<file path="src/vccd_pkg.sv">
// constants, types and carriers for the virtual child count decrement leaf
// Contract
// - leaf index 00h decrements; feature bit needed
// - runs only at privilege level zero
// - both operands use data segment, no override
// - misaligned operand gives general protection fault
// - target outside protected memory gives page fault
// - parent outside protected memory gives page fault
// - busy target: zero flag, conflict code, skip
// - invalid map entry gives enclave page fault
// - child types take parent from back-pointer
// - control page is its own parent
// - any other page type gives page fault
// - parent mismatch gives general protection fault
// - atomic decrement; underflow restores and reports
// - zero flag only on conflict or underflow
// - completion clears carry, parity, aux, overflow, sign
// - counter and parent address are 64 bits
// - 32-bit mode: limit or unusable segment faults
// - 64-bit mode: non-canonical address faults
// - grant target read/write, parent enclave read
package vccd_pkg;

   // register indices on the plain register port
   localparam logic [3:0] VCCD_REG_LEAF = 4'h0;
   localparam logic [3:0] VCCD_REG_TGT = 4'h1;
   localparam logic [3:0] VCCD_REG_PAR = 4'h2;
   localparam logic [3:0] VCCD_REG_CTRL = 4'h3;
   localparam logic [3:0] VCCD_REG_STAT = 4'h4;
   localparam logic [3:0] VCCD_REG_CSEL = 4'h5;
   localparam logic [3:0] VCCD_REG_CDAT = 4'h6;
   localparam int VCCD_CTRL_START = 0;

   // leaf index, result value and address geometry
   localparam logic [63:0] VCCD_LEAF_DEC = 64'h0;
   localparam logic [63:0] VCCD_RES_OK = 64'h0;
   localparam logic [1:0] VCCD_PRIV_LEVEL = 2'h0;
   localparam int VCCD_PAGE_SHIFT = 12;
   localparam int VCCD_VA_BITS = 48;

   // page map type codes
   localparam logic [7:0] VCCD_CONTROL_PAGE_TYPE = 8'h00;
   localparam logic [7:0] VCCD_REGULAR_PAGE_TYPE = 8'h01;
   localparam logic [7:0] VCCD_THREAD_CONTROL_PAGE_TYPE = 8'h02;
   localparam logic [7:0] VCCD_TRIMMED_PAGE_TYPE = 8'h04;
   localparam logic [7:0] VCCD_FIRST_SHADOW_STACK_TYPE = 8'h05;
   localparam logic [7:0] VCCD_LATER_SHADOW_STACK_TYPE = 8'h06;

   typedef enum logic [4:0] {
      VCCD_S_IDLE = 5'h01,
      VCCD_S_LOOKUP = 5'h02,
      VCCD_S_CHECK = 5'h04,
      VCCD_S_UPDATE = 5'h08,
      VCCD_S_RESTORE = 5'h10
   } vccd_state_e;

   typedef enum logic [1:0] {
      VCCD_F_NONE = 2'h0,
      VCCD_F_GP = 2'h1,
      VCCD_F_PF = 2'h2,
      VCCD_F_UD = 2'h3
   } vccd_fault_e;

   // core context seen when the leaf starts
   typedef struct packed {
      logic [1:0] cpl;
      logic mode64;
      logic feature_en;
      logic ds_unusable;
      logic seg_override;
      logic [63:0] ds_base;
      logic [31:0] ds_limit;
   } vccd_ctx_s;

   // page map answer for the two linear addresses
   typedef struct packed {
      logic tgt_in_prot;
      logic par_in_prot;
      logic tgt_busy;
      logic valid;
      logic [7:0] page_type;
      logic [63:0] back_ptr;
      logic [63:0] tgt_phys;
      logic [63:0] par_phys;
   } vccd_map_s;

   typedef struct packed {
      logic zero_flag;
      logic cf;
      logic pf;
      logic af;
      logic of;
      logic sf;
   } vccd_flags_s;

   typedef struct packed {
      vccd_fault_e kind;
      logic enclave_fault_error_bit;
      logic [63:0] addr;
   } vccd_fault_s;

   // status word layout, low bits of the status register
   typedef struct packed {
      logic encl;
      vccd_flags_s flg;
      vccd_fault_e kind;
      logic done;
      logic busy;
   } vccd_stat_s;

   typedef struct packed {
      vccd_state_e st;
      logic [63:0] result_register;
      logic [63:0] target_page_pointer;
      logic [63:0] parent_page_pointer;
      logic [7:0] csel;
      logic busy;
      logic done;
      vccd_fault_s flt;
      vccd_flags_s flg;
      logic [63:0] rdata;
      logic map_req;
      logic [63:0] tgt_lin;
      logic [63:0] par_lin;
      logic [7:0] cidx;
      logic acc;
      logic done_p;
   } vccd_st_s;

   localparam vccd_st_s VCCD_ST_RST = '{st: VCCD_S_IDLE, default: '0};

   // upper address bits all copies of the top valid bit
   function automatic logic f_canon(input logic [63:0] a);
      return (&a[63:VCCD_VA_BITS-1]) | ~(|a[63:VCCD_VA_BITS-1]);
   endfunction

   // operand passes the mode's segment or canonical check
   function automatic logic f_op_ok(input vccd_ctx_s c, input logic [63:0] a);
      if (c.mode64) begin
         return f_canon(a);
      end
      return !c.ds_unusable && (a[31:0] <= c.ds_limit);
   endfunction

   // linear address from the data segment, overrides ignored
   function automatic logic [63:0] f_lin(input vccd_ctx_s c, input logic [63:0] a);
      if (c.mode64) begin
         return a;
      end
      return {32'h0, c.ds_base[31:0] + a[31:0]};
   endfunction

   function automatic logic f_aligned(input logic [63:0] a);
      return a[VCCD_PAGE_SHIFT-1:0] == '0;
   endfunction

   // types whose parent is the recorded back-pointer
   function automatic logic f_child_type(input logic [7:0] t);
      return (t == VCCD_REGULAR_PAGE_TYPE) || (t == VCCD_THREAD_CONTROL_PAGE_TYPE) ||
             (t == VCCD_TRIMMED_PAGE_TYPE) || (t == VCCD_FIRST_SHADOW_STACK_TYPE) ||
             (t == VCCD_LATER_SHADOW_STACK_TYPE);
   endfunction

   // end the leaf with a fault, result and flags untouched
   function automatic vccd_st_s f_fault(input vccd_st_s s, input vccd_fault_e k,
                                        input logic e, input logic [63:0] a);
      vccd_st_s r;
      r = s;
      r.flt.kind = k;
      r.flt.enclave_fault_error_bit = e;
      r.flt.addr = a;
      r.st = VCCD_S_IDLE;
      r.busy = 1'b0;
      r.done = 1'b1;
      r.done_p = 1'b1;
      r.acc = 1'b0;
      return r;
   endfunction

   // end the leaf without fault: result, zero flag, other flags cleared
   function automatic vccd_st_s f_finish(input vccd_st_s s, input logic [63:0] res,
                                         input logic z);
      vccd_st_s r;
      r = s;
      r.result_register = res;
      r.flg = '{zero_flag: z, default: 1'b0};
      r.st = VCCD_S_IDLE;
      r.busy = 1'b0;
      r.done = 1'b1;
      r.done_p = 1'b1;
      r.acc = 1'b0;
      return r;
   endfunction

endpackage

</file>
<file path="src/vccd_leaf_exec.sv">
// execution logic of the virtual child count decrement leaf
//
// Decided for this implementation: strobed register access and the register addresses.
`timescale 1ns/10ps
module vccd_leaf_exec
   import vccd_pkg::*;
#(
   parameter int CNT_DEPTH = 8,
   parameter logic [63:0] PAGE_CONFLICT_CODE = 64'h1,
   parameter logic [63:0] INVALID_COUNTER_CODE = 64'h2
) (
   // clock and reset
   input wire logic ref_clk,
   input wire logic rstn,
   // register port
   input wire logic [3:0] reg_addr,
   input wire logic [63:0] reg_wdata,
   input wire logic reg_wr,
   input wire logic reg_rd,
   output logic [63:0] reg_rdata,
   // core context
   input wire vccd_ctx_s core_ctx,
   // page map lookup
   output logic map_req,
   output logic [63:0] map_tgt_addr,
   output logic [63:0] map_par_addr,
   input wire vccd_map_s map_rsp,
   // outcome
   output vccd_fault_s fault,
   output vccd_flags_s rflags,
   output logic done_pulse,
   output logic tgt_rw_nonencl,
   output logic par_rd_encl
);

   localparam int IW = $clog2(CNT_DEPTH);

   vccd_st_s s_q;
   vccd_st_s s_d;
   logic [63:0] cnt_q [CNT_DEPTH];
   logic cnt_we;
   logic [63:0] cnt_wval;
   logic [63:0] cur_cnt;
   logic [63:0] sel_cnt;
   logic [63:0] derived_parent_address;
   logic type_ok;
   logic start;
   vccd_stat_s stat;

   // counter of the parent being worked on, and the one software selected
   assign cur_cnt = cnt_q[s_q.cidx[IW-1:0]];
   assign sel_cnt = cnt_q[s_q.csel[IW-1:0]];
   assign start = reg_wr && (reg_addr == VCCD_REG_CTRL) && reg_wdata[VCCD_CTRL_START] &&
                  (s_q.st == VCCD_S_IDLE);
   assign stat = '{encl: s_q.flt.enclave_fault_error_bit, flg: s_q.flg,
                   kind: s_q.flt.kind, done: s_q.done, busy: s_q.busy};

   // parent derivation from the page map answer
   always_comb begin
      derived_parent_address = map_rsp.back_ptr;
      type_ok = 1'b1;
      if (f_child_type(map_rsp.page_type)) begin
         derived_parent_address = map_rsp.back_ptr;
      end else if (map_rsp.page_type == VCCD_CONTROL_PAGE_TYPE) begin
         derived_parent_address = map_rsp.tgt_phys;
      end else begin
         type_ok = 1'b0;
      end
   end

   // next state: register writes, reads and the leaf sequence
   always_comb begin
      s_d = s_q;
      s_d.done_p = 1'b0;
      s_d.map_req = 1'b0;
      s_d.rdata = '0;
      cnt_we = 1'b0;
      cnt_wval = cur_cnt;
      if (reg_wr && !s_q.busy) begin
         case (reg_addr)
            VCCD_REG_LEAF: begin
               s_d.result_register = reg_wdata;
            end
            VCCD_REG_TGT: begin
               s_d.target_page_pointer = reg_wdata;
            end
            VCCD_REG_PAR: begin
               s_d.parent_page_pointer = reg_wdata;
            end
            VCCD_REG_CSEL: begin
               s_d.csel = reg_wdata[7:0];
            end
            default: begin
            end
         endcase
      end
      if (reg_rd) begin
         case (reg_addr)
            VCCD_REG_LEAF: begin
               s_d.rdata = s_q.result_register;
            end
            VCCD_REG_TGT: begin
               s_d.rdata = s_q.target_page_pointer;
            end
            VCCD_REG_PAR: begin
               s_d.rdata = s_q.parent_page_pointer;
            end
            VCCD_REG_STAT: begin
               s_d.rdata = {53'h0, stat};
            end
            VCCD_REG_CSEL: begin
               s_d.rdata = {56'h0, s_q.csel};
            end
            VCCD_REG_CDAT: begin
               s_d.rdata = sel_cnt;
            end
            default: begin
               s_d.rdata = '0;
            end
         endcase
      end
      case (s_q.st)
         VCCD_S_IDLE: begin
            if (start) begin
               s_d.done = 1'b0;
               s_d.flt = '0;
               s_d.tgt_lin = f_lin(core_ctx, s_q.target_page_pointer);
               s_d.par_lin = f_lin(core_ctx, s_q.parent_page_pointer);
               if ((s_q.result_register != VCCD_LEAF_DEC) || !core_ctx.feature_en) begin
                  s_d = f_fault(s_d, VCCD_F_UD, 1'b0, '0);
               end else if (core_ctx.cpl != VCCD_PRIV_LEVEL) begin
                  s_d = f_fault(s_d, VCCD_F_GP, 1'b0, '0);
               end else if (!f_op_ok(core_ctx, s_q.target_page_pointer) ||
                            !f_op_ok(core_ctx, s_q.parent_page_pointer)) begin
                  s_d = f_fault(s_d, VCCD_F_GP, 1'b0, '0);
               end else if (!f_aligned(s_d.tgt_lin) || !f_aligned(s_d.par_lin)) begin
                  s_d = f_fault(s_d, VCCD_F_GP, 1'b0, '0);
               end else begin
                  s_d.busy = 1'b1;
                  s_d.map_req = 1'b1;
                  s_d.acc = 1'b1;
                  s_d.st = VCCD_S_LOOKUP;
               end
            end
         end
         VCCD_S_LOOKUP: begin
            s_d.st = VCCD_S_CHECK;
         end
         VCCD_S_CHECK: begin
            if (!map_rsp.tgt_in_prot) begin
               s_d = f_fault(s_d, VCCD_F_PF, 1'b1, s_q.tgt_lin);
            end else if (!map_rsp.par_in_prot) begin
               s_d = f_fault(s_d, VCCD_F_PF, 1'b1, s_q.par_lin);
            end else if (map_rsp.tgt_busy) begin
               s_d = f_finish(s_d, PAGE_CONFLICT_CODE, 1'b1);
            end else if (!map_rsp.valid) begin
               s_d = f_fault(s_d, VCCD_F_PF, 1'b1, s_q.tgt_lin);
            end else if (!type_ok) begin
               s_d = f_fault(s_d, VCCD_F_PF, 1'b1, s_q.tgt_lin);
            end else if (derived_parent_address != map_rsp.par_phys) begin
               s_d = f_fault(s_d, VCCD_F_GP, 1'b0, '0);
            end else begin
               s_d.cidx = map_rsp.par_phys[VCCD_PAGE_SHIFT +: 8];
               s_d.st = VCCD_S_UPDATE;
            end
         end
         VCCD_S_UPDATE: begin
            cnt_we = 1'b1;
            cnt_wval = cur_cnt - 64'h1;
            if (cur_cnt == '0) begin
               s_d.st = VCCD_S_RESTORE;
            end else begin
               s_d = f_finish(s_d, VCCD_RES_OK, 1'b0);
            end
         end
         VCCD_S_RESTORE: begin
            cnt_we = 1'b1;
            cnt_wval = cur_cnt + 64'h1;
            s_d = f_finish(s_d, INVALID_COUNTER_CODE, 1'b1);
         end
         default: begin
            s_d = VCCD_ST_RST;
         end
      endcase
   end

   // state register
   always_ff @(posedge ref_clk or negedge rstn) begin
      if (!rstn) begin
         s_q <= VCCD_ST_RST;
      end else begin
         s_q <= s_d;
      end
   end

   // counter store: leaf update is atomic, software preload only while idle
   always_ff @(posedge ref_clk or negedge rstn) begin
      if (!rstn) begin
         for (int i = 0; i < CNT_DEPTH; i++) begin
            cnt_q[i] <= '0;
         end
      end else if (cnt_we) begin
         cnt_q[s_q.cidx[IW-1:0]] <= cnt_wval;
      end else if (reg_wr && (reg_addr == VCCD_REG_CDAT) && !s_q.busy) begin
         cnt_q[s_q.csel[IW-1:0]] <= reg_wdata;
      end
   end

   // outputs straight from the state register
   assign reg_rdata = s_q.rdata;
   assign map_req = s_q.map_req;
   assign map_tgt_addr = s_q.tgt_lin;
   assign map_par_addr = s_q.par_lin;
   assign fault = s_q.flt;
   assign rflags = s_q.flg;
   assign done_pulse = s_q.done_p;
   assign tgt_rw_nonencl = s_q.acc;
   assign par_rd_encl = s_q.acc;

   // assertions
   property p_leaf_sel;
      @(posedge ref_clk) disable iff (!rstn)
      start && (s_q.result_register != VCCD_LEAF_DEC) |=> done_pulse && (fault.kind == VCCD_F_UD);
   endproperty
   a_leaf_sel: assert property (p_leaf_sel) else $error("bad leaf not refused");

   property p_priv;
      @(posedge ref_clk) disable iff (!rstn)
      start && (s_q.result_register == VCCD_LEAF_DEC) && core_ctx.feature_en &&
      (core_ctx.cpl != VCCD_PRIV_LEVEL) |=> done_pulse && (fault.kind == VCCD_F_GP);
   endproperty
   a_priv: assert property (p_priv) else $error("privilege fault missing");

   property p_seg32;
      @(posedge ref_clk) disable iff (!rstn)
      start && (s_q.result_register == VCCD_LEAF_DEC) && core_ctx.feature_en &&
      (core_ctx.cpl == VCCD_PRIV_LEVEL) && !core_ctx.mode64 && core_ctx.ds_unusable
      |=> (fault.kind == VCCD_F_GP) && !map_req;
   endproperty
   a_seg32: assert property (p_seg32) else $error("unusable segment not faulted");

   property p_canon;
      @(posedge ref_clk) disable iff (!rstn)
      start && (s_q.result_register == VCCD_LEAF_DEC) && core_ctx.feature_en &&
      (core_ctx.cpl == VCCD_PRIV_LEVEL) && core_ctx.mode64 &&
      !f_canon(s_q.target_page_pointer) |=> (fault.kind == VCCD_F_GP) && !map_req;
   endproperty
   a_canon: assert property (p_canon) else $error("non-canonical not faulted");

   property p_align;
      @(posedge ref_clk) disable iff (!rstn)
      start && (s_q.result_register == VCCD_LEAF_DEC) && core_ctx.feature_en &&
      (core_ctx.cpl == VCCD_PRIV_LEVEL) && core_ctx.mode64 &&
      (s_q.target_page_pointer[VCCD_PAGE_SHIFT-1:0] != '0) |=> fault.kind == VCCD_F_GP;
   endproperty
   a_align: assert property (p_align) else $error("misaligned target not faulted");

   property p_prot;
      @(posedge ref_clk) disable iff (!rstn)
      (s_q.st == VCCD_S_CHECK) && !map_rsp.tgt_in_prot |=> (fault.kind == VCCD_F_PF) &&
      fault.enclave_fault_error_bit && (fault.addr == $past(s_q.tgt_lin));
   endproperty
   a_prot: assert property (p_prot) else $error("target page fault wrong");

   property p_conflict;
      @(posedge ref_clk) disable iff (!rstn)
      (s_q.st == VCCD_S_CHECK) && map_rsp.tgt_in_prot && map_rsp.par_in_prot &&
      map_rsp.tgt_busy |=> rflags.zero_flag && (s_q.result_register == PAGE_CONFLICT_CODE) &&
      (fault.kind == VCCD_F_NONE) && (s_q.st == VCCD_S_IDLE);
   endproperty
   a_conflict: assert property (p_conflict) else $error("conflict outcome wrong");

   property p_self_parent;
      @(posedge ref_clk) disable iff (!rstn)
      (s_q.st == VCCD_S_CHECK) && map_rsp.tgt_in_prot && map_rsp.par_in_prot &&
      !map_rsp.tgt_busy && map_rsp.valid && (map_rsp.page_type == VCCD_CONTROL_PAGE_TYPE) &&
      (map_rsp.tgt_phys == map_rsp.par_phys) |=> s_q.st == VCCD_S_UPDATE;
   endproperty
   a_self_parent: assert property (p_self_parent) else $error("control page not own parent");

   property p_underflow;
      @(posedge ref_clk) disable iff (!rstn)
      (s_q.st == VCCD_S_UPDATE) && (cur_cnt == '0) |=> (s_q.st == VCCD_S_RESTORE) ##1
      ((cur_cnt == '0) && rflags.zero_flag && (s_q.result_register == INVALID_COUNTER_CODE));
   endproperty
   a_underflow: assert property (p_underflow) else $error("underflow not restored");

   property p_success;
      @(posedge ref_clk) disable iff (!rstn)
      (s_q.st == VCCD_S_UPDATE) && (cur_cnt != '0) |=> (cur_cnt == $past(cur_cnt) - 64'h1) &&
      !rflags.zero_flag && (s_q.result_register == VCCD_RES_OK) && done_pulse;
   endproperty
   a_success: assert property (p_success) else $error("decrement outcome wrong");

   property p_clear;
      @(posedge ref_clk) disable iff (!rstn)
      done_pulse && (fault.kind == VCCD_F_NONE) |->
      !rflags.cf && !rflags.pf && !rflags.af && !rflags.of && !rflags.sf;
   endproperty
   a_clear: assert property (p_clear) else $error("arithmetic flags not cleared");

   property p_hold;
      @(posedge ref_clk) disable iff (!rstn)
      (s_q.st == VCCD_S_CHECK) ##1 (done_pulse && (fault.kind != VCCD_F_NONE)) |->
      $stable(s_q.result_register) && $stable(rflags);
   endproperty
   a_hold: assert property (p_hold) else $error("fault changed result or flags");

   property p_access;
      @(posedge ref_clk) disable iff (!rstn)
      (s_q.st != VCCD_S_IDLE) |-> tgt_rw_nonencl && par_rd_encl;
   endproperty
   a_access: assert property (p_access) else $error("access grant missing");

   property p_par_prot;
      @(posedge ref_clk) disable iff (!rstn)
      (s_q.st == VCCD_S_CHECK) && map_rsp.tgt_in_prot && !map_rsp.par_in_prot |=>
      (fault.kind == VCCD_F_PF) && fault.enclave_fault_error_bit &&
      (fault.addr == map_par_addr);
   endproperty
   a_par_prot: assert property (p_par_prot) else $error("parent page fault wrong");

   property p_valid;
      @(posedge ref_clk) disable iff (!rstn)
      (s_q.st == VCCD_S_CHECK) && map_rsp.tgt_in_prot && map_rsp.par_in_prot &&
      !map_rsp.tgt_busy && !map_rsp.valid |=> (fault.kind == VCCD_F_PF) &&
      fault.enclave_fault_error_bit && (fault.addr == map_tgt_addr);
   endproperty
   a_valid: assert property (p_valid) else $error("invalid entry not faulted");

   property p_type;
      @(posedge ref_clk) disable iff (!rstn)
      (s_q.st == VCCD_S_CHECK) && map_rsp.tgt_in_prot && map_rsp.par_in_prot &&
      !map_rsp.tgt_busy && map_rsp.valid && !f_child_type(map_rsp.page_type) &&
      (map_rsp.page_type != VCCD_CONTROL_PAGE_TYPE) |=> (fault.kind == VCCD_F_PF) &&
      fault.enclave_fault_error_bit;
   endproperty
   a_type: assert property (p_type) else $error("wrong page type not faulted");

   property p_parent_match;
      @(posedge ref_clk) disable iff (!rstn)
      (s_q.st == VCCD_S_CHECK) && map_rsp.tgt_in_prot && map_rsp.par_in_prot &&
      !map_rsp.tgt_busy && map_rsp.valid && f_child_type(map_rsp.page_type) &&
      (map_rsp.back_ptr != map_rsp.par_phys) |=> (fault.kind == VCCD_F_GP) &&
      !fault.enclave_fault_error_bit;
   endproperty
   a_parent_match: assert property (p_parent_match) else $error("parent mismatch missed");

   property p_child_parent;
      @(posedge ref_clk) disable iff (!rstn)
      (s_q.st == VCCD_S_CHECK) && map_rsp.tgt_in_prot && map_rsp.par_in_prot &&
      !map_rsp.tgt_busy && map_rsp.valid && f_child_type(map_rsp.page_type) &&
      (map_rsp.back_ptr == map_rsp.par_phys) |=> s_q.st == VCCD_S_UPDATE;
   endproperty
   a_child_parent: assert property (p_child_parent) else $error("back-pointer parent refused");

   property p_start_end;
      @(posedge ref_clk) disable iff (!rstn)
      start |=> done_pulse != map_req;
   endproperty
   a_start_end: assert property (p_start_end) else $error("start left no outcome");

endmodule

</file>
<file path="config.mk">
export PLATFORM = sky130hd
export DESIGN_NAME = vccd_leaf_exec
export DESIGN_NICKNAME = d
export VERILOG_FILES = /design/src/vccd_pkg.sv /design/src/vccd_leaf_exec.sv
export SDC_FILE = /design/constraint.sdc
export NUM_CORES = 2
export LEC_CHECK = 0
export ABC_AREA = 0
export BUFFER_PORTS_ARGS = -buffer_cell sky130_fd_sc_hd__buf_4
export CAP_MARGIN = 20
export CORE_MARGIN = 2
export CORE_UTILIZATION = 34
export DETAILED_ROUTE_END_ITERATION = 6
export GPL_TIMING_DRIVEN = 1
export PLACE_DENSITY_LB_ADDON = 0.05
export REMOVE_ABC_BUFFERS = 1
export SLEW_MARGIN = 20
export SYNTH_ARGS = -nofsm -noshare
export SYNTH_HDL_FRONTEND = slang
export SYNTH_SLANG_ARGS = --single-unit
</file>
<file path="constraint.sdc">
create_clock -name ref_clk -period 13.2 [get_ports ref_clk]
set_input_delay 0.66 -clock ref_clk [delete_from_list [all_inputs] [get_ports ref_clk]]
set_output_delay 0.66 -clock ref_clk [all_outputs]
set_load 0.01 [all_outputs]
</file>
==> metrics.csv <==
stage,metric,value,unit
timing,Slew HR,14.5,%
timing,max frequency,0.134,GHz
clock_network,CTS tree,done,
cells_and_area,most frequent cells in the layout,"dfrtp_1 (980), buf_4 (719), nand2_1 (712)",
floorplanning,I/O pins,647,
global_routing,busiest layer in global routing,met2,
synth,"Async S/R FF share, synth",100,%
cells_and_area,fin nets,7012,
floorplanning,Starting Density,34.1,%
setup_path,r2r worst-path depth,19,
global_routing,met2 GRT Util,48.2,%
cells_and_area,"commonest non-fill, non-tap cell in the layout",dfrtp_1,
setup_path,Max Fanout on Critical Path,34,
synth,syn avg cell area,9.25,um2
pwr,peak supply drop,0.111,mV
floorplanning,DIE WIDTH,421,um
detailed_routing,detailed-route via count,55594,
detailed_routing,drt total wl,291000,um
synth,cell count after synthesis,6395,
synth,Post-synth EDFFs,0,
clock_network,clk sinks,984,
clock_network,Worst-Skew Late Latency,0.81,ns
global_routing,number of global-route vias before repair,54264,
global_routing,first-pass GRT wire length,413000,um
timing,Final Hold Fails,0,
placed_design,GPL Wtd Cong,0.931,
timing,fin. max-slew vios,0,
setup_path,CP Data Required Time,13.82,ns
global_routing,GR Layer Usage met1,43.4,%
detailed_routing,initial detailed-routing violation count,6532,
global_routing,residual overflow from global routing,0,
setup_path,Worst Path Arrival,8.07,ns
synth,Unique masters post-synth,93,
min_path,Hold WC Path Type,input port to flop,
detailed_routing,drt wl/cell,32.7,um
clock_network,clock tree buffer depth,3,
cells_and_area,post-route cell area,68100,um2
clock_network,"Reg clk slew, reported paths",0.06,ns
floorplanning,chip height,421,um
cells_and_area,Fillers,17352,
global_routing,Total GRT Usage,31.6,%
clock_network,H-Tree Depth,3,
pwr,Leak,29.8,nW
timing,Final Setup Violations,0,
pwr,cell area power density,161,nW/um2
run_status,failing checks,design-rule violations,
global_routing,GR Util met3,7.40,%
timing,slack of the critical path,5.74,ns
setup_path,CP startpoint,s_q[2]$_DFFE_PN0P_,
floorplanning,die area,177000,um2
setup_path,type of element launching the critical path,flop,
detailed_routing,router iterations before antenna repair,7,
detailed_routing,Detail Route Antenna Nets,0,
timing,period utilization,56.5,%
floorplanning,row cnt,153,
placed_design,pre-CTS WS,5.95,ns
setup_path,critical path type,flop to flop,
synth,yosys warns,0,
floorplanning,core area,173000,um2
synth,ys flop type,dfrtp_1,
global_routing,pin count of the biggest net entering global routing,136,
timing,RSZ-0062 raised after global routing,no,
placed_design,Placed Area,63800,um2
min_path,Worst Hold Depth,3,
setup_path,reg2reg start,s_q[2]$_DFFE_PN0P_,
timing,final setup TNS,0,ns
min_path,hold path start,map_rsp[12],
detailed_routing,via density per instance,6.26,
placed_design,post-DP HPWL,189000,um
synth,"Seq/Total Area, Yosys",41.6,%
detailed_routing,drt drc,4,
cells_and_area,layout cells sized above 1,17.7,%
timing,final setup skew,0.0642,ns
clock_network,root buffer cell,clkbuf_16,
synth,Synth Cell Area,59100,um2
placed_design,PortBufs,608,
run,total of max-cap violations,0,
clock_network,TritonCTS buffer count,119,
timing,Slew @ Worst Pin,1.27,ns
synth,Synth Register Bits,984,
timing,min cycle time layout,7.46,ns
cells_and_area,Layout Area Growth over Synthesis,15.2,%
setup_path,Crit. End Element,flop,
global_routing,initial antenna violation count,26,
clock_network,CTS resizes,0,
run_status,status,"finished, violations left",
-- synthesized netlist by cell type, types with 27 or more instances --
cell	count	area (um2)
mux2i_1	69	691
a31oi_1	28	175
nor2b_1	45	282
xor2_1	70	613
nand4_1	85	532
a21oi_2	56	490
a22o_1	248	2170
inv_1	121	454
dfrtp_1	983	24600
a222oi_1	64	641
a21oi_1	407	2040
mux4_2	43	968
nand2_1	725	2720
o22ai_1	35	219
nand3_1	97	485
a221oi_1	111	972
nor2_1	195	732
buf_2	32	160
o21ai_0	632	3160
clkbuf_1	451	1690
a22oi_1	695	5220
xnor2_1	85	744
buf_1	46	173
nand2b_1	39	244
nor4_1	52	325
nor3_1	66	330
a21o_1	81	608
and2_1	27	169
a221o_1	40	400
ha_1	188	2350
mux2_2	43	484
buf_4	269	2020
-- repair_timing --
| item | 4_1_cts | 5_1_grt |
|---|---|---|
| setup buffers | 0 | 0 |
| endpoints found under the hold margin | 42 | 0 |
| hold buffers | 1 | 0 |
-- metrics by stage --
step / std cells / hold WS, ns / total power [mW] / util, %
3_3_place_gp: 8643 / 0.491 / 7.30 / 36.8
4_1_cts: 8869 / 0.112 / 10.9 / 39.3
5_1_grt: 8874 / 0.178 / 11.5 / 39.3
6_report: 8879 / 0.149 / 11.0 / 39.3
2_1_floorplan: 5593 / 0.364 / 5.82 / -
3_5_place_dp: 8646 / 0.494 / 7.31 / 36.8
-- sequential cells by signal (all words and copies together) (netlist names) --
name	cells
cnt_q	512
s_q	210
fault	67
map_par_addr	64
map_tgt_addr	64
reg_rdata	64
done_pulse	1
map_req	1
rflags	1
-- path summary, 6_finish.rpt --
| check | slack (ns) | to |
|---|---|---|
| setup / recovery | 5.74 | cnt_q[122]$_DFFE_PN0P_ |
| hold / removal | 0.15 | s_q[2]$_DFFE_PN0P_ |
| setup reg to reg | 5.74 | cnt_q[122]$_DFFE_PN0P_ |
| hold reg to reg | 0.50 | fault[55]$_DFFE_PN0P_ |
| max in group asynchronous | 9.40 | cnt_q[237]$_DFFE_PN0P_ |
| min in group asynchronous | 0.42 | fault[7]$_DFFE_PN0P_ |
-- worst max-delay path, stage by stage (launching register included) --
cell      delay (ns)
dfrtp_4         0.69
buf_4           0.40
inv_2           0.12
buf_4           0.57
buf_4           0.57
a21oi_1         0.21
or2_2           0.47
inv_1           0.12
fa_1            0.27
nand2b_1        0.15
a21oi_1         0.12
o311ai_0        0.42
nand2_1         0.28
o21ai_0         0.61
a211oi_1        0.21
o21ai_0         0.38
a22oi_1         0.25
a21oi_1         0.40
mux2i_1         0.67
o21ai_0         0.23
-- layout make-up --
class / instances / area (um2) / area share (%)
Tap cell: 2325 / 2910 / 4.27
Sequential cell: 984 / 24600 / 36.2
Clock inverter: 46 / 754 / 1.11
Clock buffer: 176 / 3480 / 5.11
Timing Repair Buffer: 729 / 5600 / 8.22
Inverter: 122 / 458 / 0.672
Antenna cell: 10 / 25.0 / 0.0367
Multi-Input combinational cell: 4487 / 30200 / 44.4
-- power breakdown --
group | switching [mW] | internal, mW
Sequential | 0.473 | 3.44
Clock | 1.48 | 2.12
Combinational | 2.21 | 1.24
Total | 4.16 | 6.80
-- logic make-up (layout without fill, tap and decap cells) --
| logic type | after synthesis | count (layout) | share of synthesized area [%] |
|---|---|---|---|
| AO/OA/AOI/OAI | 2575 | 2575 | 29.8 |
| XOR/XNOR | 155 | 155 | 2.30 |
| adder cells (fa/ha/maj) | 191 | 191 | 4.08 |
| buffers and inverters | 928 | 1073 | 7.76 |
| flip-flops | 984 | 984 | 41.6 |
| multiplexers | 156 | 156 | 3.64 |
| other | 1 | 15 | 0.00634 |
| AND/OR/NAND/NOR | 1405 | 1405 | 10.8 |
-- layer usage --
layer | part of all wire (%) | vias to the layer above
li1 | - | 23971
met5 | 0.096 | -
met3 | 8.7 | 592
met1 | 43 | 28244
met2 | 44 | 2767
met4 | 3.8 | 20
(Power assumes the default switching activity.)
